===== config.mk =====
export PLATFORM = sky130hd
export DESIGN_NAME = three_phase_center_pwm
export DESIGN_NICKNAME = d
export VERILOG_FILES = /design/src/common/pwm_pkg.sv /design/src/common/phase_if.sv /design/src/hdl/pwm_leg.sv /design/src/hdl/three_phase_center_pwm.sv
export SDC_FILE = /design/constraint.sdc
export NUM_CORES = 1
export LEC_CHECK = 0
export BUFFER_PORTS_ARGS = -buffer_cell sky130_fd_sc_hd__buf_2
export CORE_UTILIZATION = 60
export CTS_CLUSTER_SIZE = 14
export DETAILED_ROUTE_END_ITERATION = 6
export GPL_TIMING_DRIVEN = 0
export PLACE_DENSITY = 0.84
export SLEW_MARGIN = 30
export SYNTH_ARGS = -nofsm -noshare
export SYNTH_HDL_FRONTEND = slang
export SYNTH_SLANG_ARGS = --single-unit

===== constraint.sdc =====
create_clock -name clk -period 4.3 [get_ports clk]
set_input_delay 0.86 -clock clk [delete_from_list [all_inputs] [get_ports clk]]
set_output_delay 0.86 -clock clk [all_outputs]
set_load 0.02 [all_outputs]

===== src/common/pwm_pkg.sv =====
// shared constants and types for the three-phase center pwm block
package pwm_pkg;
	// ***************************************************************
	// widths
	// ***************************************************************
	localparam int TW = 12;  // timer and on-time width
	localparam int DW = 7;   // deadtime and deletion width
	localparam int AW = 4;   // register address width
	localparam int NPH = 3;  // number of phases

	// ***************************************************************
	// register map (word index on the address pins)
	// ***************************************************************
	localparam logic [AW-1:0] OFS_PERIOD = 4'h0;
	localparam logic [AW-1:0] OFS_ON1    = 4'h1;
	localparam logic [AW-1:0] OFS_ON2    = 4'h2;
	localparam logic [AW-1:0] OFS_ON3    = 4'h3;
	localparam logic [AW-1:0] OFS_DEAD   = 4'h4;
	localparam logic [AW-1:0] OFS_MINPW  = 4'h5;
	localparam logic [AW-1:0] OFS_STATUS = 4'h6;

	// ***************************************************************
	// reset values and status layout
	// ***************************************************************
	localparam logic [TW-1:0] RST_TIME = 12'h000;
	localparam logic [DW-1:0] RST_SMALL = 7'h00;
	localparam int STAT_LIVE = 0;
	localparam int STAT_STOP = 1;
	localparam int STAT_SEEN = 2;  // three bits, one per phase

	// ***************************************************************
	// timing
	// ***************************************************************
	localparam int CLK_PERIOD_NS = 8;                 // 125 MHz
	localparam logic [TW-1:0] LEAD_CLKS = 12'h004;    // calc window
	localparam logic [TW-1:0] ONE = 12'h001;

	// per-cycle recalculation stages, one clock each except CALC_RUN
	typedef enum logic [2:0] {
		CALC_RUN,
		CALC_LATCH,
		CALC_EDGES,
		CALC_GUARD,
		CALC_COMMIT
	} calc_t;
endpackage : pwm_pkg


===== src/common/phase_if.sv =====
// timing bundle between the pwm core and one phase leg
`timescale 1ns/10ps
interface phase_if;
	import pwm_pkg::*;
	logic [TW-1:0] t;        // position in the cycle
	logic [TW-1:0] period;   // period for the next cycle
	logic [TW-1:0] on_time;  // complete on-time set for next cycle
	logic [DW-1:0] dead;     // even deadtime in clocks
	logic [DW-1:0] min_pw;   // deletion threshold
	calc_t         calc;     // recalculation stage
	logic          main_on;  // main switch wanted on
	logic          comp_on;  // complement switch wanted on
	logic          deleted;  // pulse deleted this cycle
	modport ctl (output t, period, on_time, dead, min_pw, calc,
		input main_on, comp_on, deleted);
	modport leg (input t, period, on_time, dead, min_pw, calc,
		output main_on, comp_on, deleted);
endinterface : phase_if


===== src/hdl/pwm_leg.sv =====
// one inverter leg: edge computation, deadtime and pulse deletion
`timescale 1ns/10ps
module pwm_leg (
	input  wire logic clk,
	input  wire logic reset,
	phase_if.leg      ph
);
	import pwm_pkg::*;

	logic [TW-1:0] on_ff, per_ff, nxt_lo, nxt_hi, lo_ff, hi_ff;
	logic          nxt_del, del_ff;
	logic [TW:0]   t_w, dt_w;

	// ***************************************************************
	// edge computation in the last four clocks of a cycle
	// ***************************************************************
	// working edges change only at commit so the running cycle is clean
	always_ff @(posedge clk) begin
		if (reset) begin
			on_ff   <= RST_TIME;
			per_ff  <= RST_TIME;
			nxt_lo  <= RST_TIME;
			nxt_hi  <= RST_TIME;
			nxt_del <= 1'b0;
			lo_ff   <= RST_TIME;
			hi_ff   <= RST_TIME;
			del_ff  <= 1'b0;
		end else begin
			case (ph.calc)
				CALC_LATCH: begin
					on_ff  <= ph.on_time;
					per_ff <= ph.period;
				end
				CALC_EDGES: begin  // centre the pulse
					if (on_ff >= per_ff) begin
						on_ff  <= per_ff;
						nxt_lo <= RST_TIME;
					end else begin
						nxt_lo <= (per_ff - on_ff) >> 1;
					end
				end
				CALC_GUARD: begin
					nxt_hi  <= nxt_lo + on_ff;
					nxt_del <= on_ff < {{(TW-DW){1'b0}}, ph.min_pw};
				end
				CALC_COMMIT: begin
					lo_ff  <= nxt_lo;
					hi_ff  <= nxt_hi;
					del_ff <= nxt_del;
				end
				default: begin
				end
			endcase
		end
	end

	// ***************************************************************
	// compare against the cycle position
	// ***************************************************************
	assign t_w  = {1'b0, ph.t};
	assign dt_w = {{(TW+1-DW){1'b0}}, ph.dead};
	// complement waits one deadtime on each side of the main pulse
	assign ph.main_on = !del_ff && ph.t >= lo_ff && ph.t < hi_ff;
	assign ph.comp_on = del_ff || (t_w + dt_w < {1'b0, lo_ff})
		|| (t_w >= {1'b0, hi_ff} + dt_w);
	assign ph.deleted = del_ff;
endmodule : pwm_leg


===== src/hdl/three_phase_center_pwm.sv =====
// three-phase center-based pwm with deadtime, deletion and shutdown
`timescale 1ns/10ps

// Operation
// - twelve-bit timers counting whole clocks
// - three centred phases from own on-times
// - six outputs, complement pairs with deadtime
// - cycle length equals period register
// - edges placed on single clock granularity
// - all six outputs active low
// - duty equals on-time over period
// - one-clock start pulse each cycle
// - new on-times apply after all three
// - final four clocks compute next edges
// - delay between complementary edges per pair
// - even deadtime register, zero to 126
// - seven-bit deletion threshold, zero to 127
// - short pulse: main off, complement on
// - shutdown high forces outputs inactive high
// - shutdown low resumes normal outputs
module three_phase_center_pwm (
	input  wire logic                  clk,
	input  wire logic                  reset,
	input  wire logic [pwm_pkg::AW-1:0] addr,
	input  wire logic [pwm_pkg::TW-1:0] data_in,
	output logic      [pwm_pkg::TW-1:0] data_out,
	output logic                       data_oe,
	input  wire logic                  cs_n,
	input  wire logic                  wr_n,
	input  wire logic                  rd_n,
	input  wire logic                  stop,
	output logic                       cycle_start_pulse,
	output logic      [pwm_pkg::NPH-1:0] main_n,
	output logic      [pwm_pkg::NPH-1:0] comp_n
);
	import pwm_pkg::*;

	localparam int SW = 4 + AW + TW;  // synchronised pin bundle
	localparam logic [SW-1:0] SYNC_RST = {3'b111, 1'b0,
		{AW{1'b0}}, {TW{1'b0}}};

	// ***************************************************************
	// declarations
	// ***************************************************************
	logic [SW-1:0]  s1_ff, s2_ff, d_ff;
	logic           cs_n_s, wr_n_s, rd_n_s, stop_s;
	logic           cs_n_d, wr_n_d, rd_n_d, stop_d;
	logic [AW-1:0]  addr_s, addr_d;
	logic [TW-1:0]  din_s, din_d;
	logic           wr_evt;

	logic [TW-1:0]  period_ff;
	logic [TW-1:0]  shad_on_ff [NPH];
	logic [TW-1:0]  pend_on_ff [NPH];
	logic [DW-1:0]  dead_ff, minpw_ff;
	logic [NPH-1:0] seen_ff, wr_on, nxt_seen;
	logic           period_set_ff, ons_set_ff;

	logic [TW-1:0]  t_ff, per_ff, per_pend_ff;
	logic           armed_ff, live_ff;
	calc_t          calc;

	logic [TW-1:0]  nxt_rd;
	logic           sync_ff;
	logic [NPH-1:0] main_n_ff, comp_n_ff;
	logic           oe_ff;
	logic [TW-1:0]  dout_ff;

	phase_if ph [NPH] ();

	// ***************************************************************
	// pin synchronisers
	// ***************************************************************
	// every bus pin and the shutdown pin pass two flops first
	always_ff @(posedge clk) begin
		if (reset) begin
			s1_ff <= SYNC_RST;
			s2_ff <= SYNC_RST;
		end else begin
			s1_ff <= {cs_n, wr_n, rd_n, stop, addr, data_in};
			s2_ff <= s1_ff;
		end
	end

	// delayed copy, so a write is taken with the values held before
	// write strobe rose
	always_ff @(posedge clk) begin
		if (reset) begin
			d_ff <= SYNC_RST;
		end else begin
			d_ff <= s2_ff;
		end
	end

	assign {cs_n_s, wr_n_s, rd_n_s, stop_s, addr_s, din_s} = s2_ff;
	assign {cs_n_d, wr_n_d, rd_n_d, stop_d, addr_d, din_d} = d_ff;

	// write completes on the rising edge of the write strobe
	assign wr_evt = !cs_n_d && !wr_n_d && wr_n_s;

	// ***************************************************************
	// register writes
	// ***************************************************************
	// period, deadtime and deletion threshold
	always_ff @(posedge clk) begin
		if (reset) begin
			period_ff     <= RST_TIME;
			dead_ff       <= RST_SMALL;
			minpw_ff      <= RST_SMALL;
			period_set_ff <= 1'b0;
		end else if (wr_evt) begin
			case (addr_d)
				OFS_PERIOD: begin
					period_ff     <= din_d;
					period_set_ff <= 1'b1;
				end
				OFS_DEAD: begin  // lsb forced low
					dead_ff <= {din_d[DW-1:1], 1'b0};
				end
				OFS_MINPW: begin
					minpw_ff <= din_d[DW-1:0];
				end
				default: begin
				end
			endcase
		end
	end

	// on-time write strobes per phase
	assign wr_on[0] = wr_evt && addr_d == OFS_ON1;
	assign wr_on[1] = wr_evt && addr_d == OFS_ON2;
	assign wr_on[2] = wr_evt && addr_d == OFS_ON3;
	assign nxt_seen = seen_ff | wr_on;

	// shadow each on-time; a partial set never reaches the legs
	genvar gi;
	generate
		for (gi = 0; gi < NPH; gi++) begin : g_on
			always_ff @(posedge clk) begin
				if (reset) begin
					shad_on_ff[gi] <= RST_TIME;
					pend_on_ff[gi] <= RST_TIME;
				end else begin
					if (wr_on[gi]) begin
						shad_on_ff[gi] <= din_d;
					end
					if (&nxt_seen) begin
						pend_on_ff[gi] <= wr_on[gi] ? din_d
							: shad_on_ff[gi];
					end
				end
			end
		end
	endgenerate

	// track which on-times have been written since the last full set
	always_ff @(posedge clk) begin
		if (reset) begin
			seen_ff    <= '0;
			ons_set_ff <= 1'b0;
		end else if (&nxt_seen) begin
			seen_ff    <= '0;
			ons_set_ff <= 1'b1;
		end else begin
			seen_ff <= nxt_seen;
		end
	end

	// ***************************************************************
	// cycle timer
	// ***************************************************************
	// timer starts only once period and a full on-time set exist;
	// it begins four clocks before the first boundary so the first
	// cycle already has computed edges. periods below eight clocks
	// are not supported.
	always_ff @(posedge clk) begin
		if (reset) begin
			t_ff     <= RST_TIME;
			per_ff   <= RST_TIME;
			armed_ff <= 1'b0;
		end else if (!armed_ff) begin
			if (period_set_ff && ons_set_ff) begin
				armed_ff <= 1'b1;
				per_ff   <= period_ff;
				t_ff     <= period_ff - LEAD_CLKS;
			end
		end else if (calc == CALC_COMMIT) begin
			t_ff   <= RST_TIME;
			per_ff <= per_pend_ff;
		end else begin
			t_ff <= t_ff + ONE;  // one clock per step
		end
	end

	// period for the next cycle is sampled with the on-times
	always_ff @(posedge clk) begin
		if (reset) begin
			per_pend_ff <= RST_TIME;
		end else if (calc == CALC_LATCH) begin
			per_pend_ff <= period_ff;
		end
	end

	// recalculation stage from the cycle position
	always_comb begin
		calc = CALC_RUN;
		if (armed_ff) begin
			if (t_ff == per_ff - LEAD_CLKS) begin
				calc = CALC_LATCH;
			end else if (t_ff == per_ff - LEAD_CLKS + ONE) begin
				calc = CALC_EDGES;
			end else if (t_ff == per_ff - ONE - ONE) begin
				calc = CALC_GUARD;
			end else if (t_ff == per_ff - ONE) begin
				calc = CALC_COMMIT;
			end
		end
	end

	// outputs go live at the first boundary after arming
	always_ff @(posedge clk) begin
		if (reset) begin
			live_ff <= 1'b0;
		end else if (calc == CALC_COMMIT) begin
			live_ff <= 1'b1;
		end
	end

	// ***************************************************************
	// phase legs
	// ***************************************************************
	generate
		for (gi = 0; gi < NPH; gi++) begin : g_leg
			assign ph[gi].t       = t_ff;
			assign ph[gi].period  = period_ff;
			assign ph[gi].on_time = pend_on_ff[gi];
			assign ph[gi].dead    = dead_ff;
			assign ph[gi].min_pw  = minpw_ff;
			assign ph[gi].calc    = calc;

			pwm_leg u_leg (
				.clk   (clk),
				.reset (reset),
				.ph    (ph[gi])
			);

			// active low drive, gated by shutdown and the live flag
			always_ff @(posedge clk) begin
				if (reset) begin
					main_n_ff[gi] <= 1'b1;
					comp_n_ff[gi] <= 1'b1;
				end else begin
					main_n_ff[gi] <= !(live_ff && !stop_s
						&& ph[gi].main_on);
					comp_n_ff[gi] <= !(live_ff && !stop_s
						&& ph[gi].comp_on);
				end
			end
		end
	endgenerate

	// ***************************************************************
	// cycle start pulse
	// ***************************************************************
	// high for the clock in which the timer sits at zero
	always_ff @(posedge clk) begin
		if (reset) begin
			sync_ff <= 1'b0;
		end else begin
			sync_ff <= calc == CALC_COMMIT;
		end
	end

	// ***************************************************************
	// register reads
	// ***************************************************************
	// unmapped addresses read as zero
	always_comb begin
		nxt_rd = RST_TIME;
		case (addr_s)
			OFS_PERIOD: nxt_rd = period_ff;
			OFS_ON1:    nxt_rd = shad_on_ff[0];
			OFS_ON2:    nxt_rd = shad_on_ff[1];
			OFS_ON3:    nxt_rd = shad_on_ff[2];
			OFS_DEAD:   nxt_rd = {{(TW-DW){1'b0}}, dead_ff};
			OFS_MINPW:  nxt_rd = {{(TW-DW){1'b0}}, minpw_ff};
			OFS_STATUS: begin
				nxt_rd[STAT_LIVE] = live_ff;
				nxt_rd[STAT_STOP] = stop_s;
				nxt_rd[STAT_SEEN +: NPH] = seen_ff;
			end
			default: nxt_rd = RST_TIME;
		endcase
	end

	// data bus driven while chip select and read strobe are low
	always_ff @(posedge clk) begin
		if (reset) begin
			oe_ff   <= 1'b0;
			dout_ff <= RST_TIME;
		end else begin
			oe_ff   <= !cs_n_s && !rd_n_s;
			dout_ff <= nxt_rd;
		end
	end

	assign data_out          = dout_ff;
	assign data_oe           = oe_ff;
	assign cycle_start_pulse = sync_ff;
	assign main_n            = main_n_ff;
	assign comp_n            = comp_n_ff;
endmodule : three_phase_center_pwm


==> results.json <==
{
  "syn_area_sq_mm": 0.0242,
  "startpoint_type": "register",
  "holdPathStages": 1,
  "slew_viol_final": 0,
  "clock_latency_ns": 0.60,
  "drive_gt1_share_pct": 6.73,
  "ys.flop_type": "dfxtp_1",
  "syn_to_final_growth_pct": 9.81,
  "r2r_cells": 13,
  "antenna_left": 0,
  "grt_max_degree": 27,
  "grt_pass1_wl_mm": 113,
  "slew_headroom_pct": 25.9,
  "hold_viol": 0,
  "die_h_microns": 203,
  "synthesis.nets": 3058,
  "rows": 73,
  "final_common_cell": "nand2_1",
  "grt-ovfl-total": 0,
  "route.vias.total": 20900,
  "final_util_pct": 66.8,
  "mostFrequentLayoutCells": "393 x nand2_1, 320 x dfxtp_1, 255 x a21oi_1",
  "drc": 0,
  "tightest_slew_ns": 1.11,
  "r2r-end": "g_leg[1].u_leg.on_ff[7]$_SDFFE_PP0P_",
  "cts_root_buf": "clkbuf_16",
  "clkSlewWorstSetupHoldPaths_ns": 0.07,
  "crit_path_frequent_cell": "buf_4",
  "crit_chain": "buf_1 > xnor2_1 > a221oi_1 > o21bai_1 > a221o_1 > nand4_1 > or3_1 > nor4_4 > buf_4 > buf_4 > clkbuf_1 > a32o_1 > o21ba_1",
  "seq_area_frac_synth_pct": 36.0,
  "crit_slowest_cell": "dfxtp_1",
  "max_cap_violations": 0,
  "syn_area_per_cell_sq_um": 8.71,
  "antenna_found_initial": 1,
  "synth_seq_cells": 398,
  "hold_path.class": "register to register",
  "hold_start": "s2_ff[17]$_SDFF_PP1_",
  "p_leak_nw": 10.7,
  "io_buffers": 41,
  "fillers": 3234,
  "synth-edff-count": 72,
  "outcome": "complete, no violations",
  "core_sq_mm": 0.0397,
  "gp_congestion": 1.03,
  "rsz0062_at_grt": "no",
  "ir_worst_vdd_mv": 0.379,
  "numClockSinks": 398,
  "skew_ns": 0.0325,
  "async_flop_share_pct": 0,
  "dpl_cell_area_sq_mm": 0.0251,
  "vias_per_cell": 6.11,
  "design_area_sq_mm": 0.0265,
  "dp_hpwl_mm": 55.7,
  "die_w_microns": 203,
  "tns_ns": 0,
  "setup_viol": 0,
  "holdWs_ns": 0.380,
  "cts_buffer_depth": 3,
  "drt-initial-drc-count": 1934,
  "routed_wl_mm": 73.4,
  "worstPathMaxFanout": 10,
  "min_to": "data_oe$_SDFF_PP0_",
  "start_util_pct": 60.8,
  "fin_crit_sh_pct": 95.4,
  "cts_buffers": 42,
  "wl_per_cell_microns": 21.4,
  "max_stage_delay_ns": 0.68,
  "layout.nets": 3149,
  "grt_pass1_vias": 20000,
  "synthCells": 2774,
  "fmax_ghz": 0.244,
  "critPathKind": "register to register",
  "yosys_warnings": 0,
  "regToRegSetupSlack_ns": 0.20,
  "crit_required_ns": 4.84,
  "track_usage_pct": 35.9,
  "netlist-cell-type-count": 85,
  "die_area_sq_mm": 0.0411,
  "cts_htree_levels": 2,
  "dr.pass1.iters": 5,
  "cts-hold-fix-buffers": 0,
  "endpoint_kind": "register",
  "r2r-start": "ph[0].t[10]$_SDFFE_PP0P_",
  "p_total_mw": 7.67,
  "cts_tree": "done",
  "critical_path_arrival_ns": 4.64,
  "power.density_mw_per_mm2": 289,
  "min_period_ns": 4.10,
  "top_level_ports": 42
}
## critical path: cells and delay by family, from the launching register on
kind	cells	cell delay, ns
DFF	1	0.68
buffers and inverters	4	1.16
AOI/OAI and AO/OA	5	1.04
xor gates and xnor gates	1	0.35
and+or+nand+nor	3	0.82
## area by class of cell
type                       count  area [sq um]  area share [%]
antenna                        1          2.50         0.00943
buffer                       148           582            2.19
tap                          525           657            2.48
clock buffer                  55          1160            4.37
timing repair buffer          49           285            1.08
inverter                     162           608            2.29
sequential                   398          8700            32.8
clock inverter                21           210           0.792
multi-input combinational   2064         14300            54.0
## sequential cells by signal, indices dropped and copies added, names as in the netlist, 18 cells and up
register / cells
d_ff: 18
g_leg.u_leg.hi_ff: 36
g_leg.u_leg.lo_ff: 33
g_leg.u_leg.nxt_hi: 36
g_leg.u_leg.nxt_lo: 33
g_leg.u_leg.on_ff: 36
pend_on_ff: 36
s1_ff: 20
s2_ff: 20
shad_on_ff: 36
## logic make-up (layout without fill, tap and decap cells)
logic type | Yosys count | in the layout | synth area share (%)
other | 0 | 1 | 0
multiplexers | 89 | 89 | 4.26
adder cells (fa/ha/maj) | 262 | 262 | 13.9
XOR/XNOR | 143 | 143 | 5.30
flip-flops | 398 | 398 | 36.0
AO/OA/AOI/OAI | 623 | 623 | 16.8
AND/OR/NAND/NOR | 947 | 947 | 18.8
buffers and inverters | 312 | 435 | 4.93
## worst max-delay path by stage
stage / slack [ns] / cells after the start / end / from
after detailed placement: -0.60 / 14 / g_leg[2].u_leg.nxt_lo[5]$_SDFFE_PP0N_ / per_ff[2]$_SDFFE_PP0P_
final: 0.20 / 13 / g_leg[1].u_leg.on_ff[7]$_SDFFE_PP0P_ / ph[0].t[10]$_SDFFE_PP0P_
after floorplan: 0.54 / 13 / g_leg[0].u_leg.nxt_lo[3]$_SDFFE_PP0N_ / per_ff[2]$_SDFFE_PP0P_
after global routing: 0.0002 / 13 / g_leg[0].u_leg.on_ff[1]$_SDFFE_PP0P_ / ph[0].t[10]$_SDFFE_PP0P_
after CTS: 0.06 / 13 / g_leg[2].u_leg.on_ff[7]$_SDFFE_PP0P_ / g_leg[1].u_leg.per_ff[0]$_SDFFE_PP0P_
after global placement: -0.46 / 14 / g_leg[2].u_leg.nxt_lo[5]$_SDFFE_PP0N_ / per_ff[2]$_SDFFE_PP0P_
## synth_stat cells (16+ instances only)
| master | count | area share, % |
|---|---|---|
| o21a_1 | 29 | 0.90 |
| o21ai_0 | 69 | 1.4 |
| nand3_1 | 29 | 0.60 |
| and2_1 | 43 | 1.1 |
| mux2i_1 | 77 | 3.2 |
| and3_1 | 16 | 0.41 |
| or3_1 | 22 | 0.57 |
| ha_1 | 252 | 13 |
| nand4_1 | 18 | 0.47 |
| clkbuf_1 | 128 | 2.0 |
| xnor2_1 | 98 | 3.6 |
| a32o_1 | 25 | 1.0 |
| or2_2 | 19 | 0.49 |
| nor2b_1 | 84 | 2.2 |
| nor4_1 | 17 | 0.44 |
| inv_1 | 162 | 2.5 |
| edfxtp_1 | 72 | 9.0 |
| nor3_1 | 43 | 0.89 |
| a21oi_1 | 255 | 5.3 |
| nor2_1 | 178 | 2.8 |
| nand2_1 | 393 | 6.1 |
| nand2b_1 | 23 | 0.60 |
| o21ba_1 | 24 | 0.99 |
| a211oi_1 | 46 | 1.4 |
| xor2_1 | 43 | 1.6 |
| dfxtp_1 | 326 | 27 |
| a21o_1 | 52 | 1.6 |
## report_power, final
group / internal [mW] / switching [mW]
sequential: 3.83 / 0.0247
combinational: 0.0533 / 0.129
clock: 2.05 / 1.58
total: 5.94 / 1.73
## metrics by stage
stage | worst slack, ns | instances
after detailed placement | -0.596 | 3341
after floorplan | 0.538 | 2774
after global placement | -0.459 | 3340
after global routing | 0.000235 | 3422
after CTS | 0.0597 | 3417
final | 0.198 | 3423
## timing repair
item,CTS,global route
pin swaps,1,1
endpoints found under the setup margin,164,93
buffers inserted,2,5
resized for setup,7,10
## layer usage
| layer | wire length [microns] | GRT usage (%) | up-vias |
|---|---|---|---|
| li1 | - | - | 9902 |
| met1 | 29800 | 45.8 | 9713 |
| met2 | 32000 | 56.8 | 1053 |
| met3 | 6690 | 6.23 | 254 |
| met4 | 4930 | 21.7 | 0 |
| met5 | 0 | 0 | - |
Note: power is estimated with default switching activity, not from simulation.
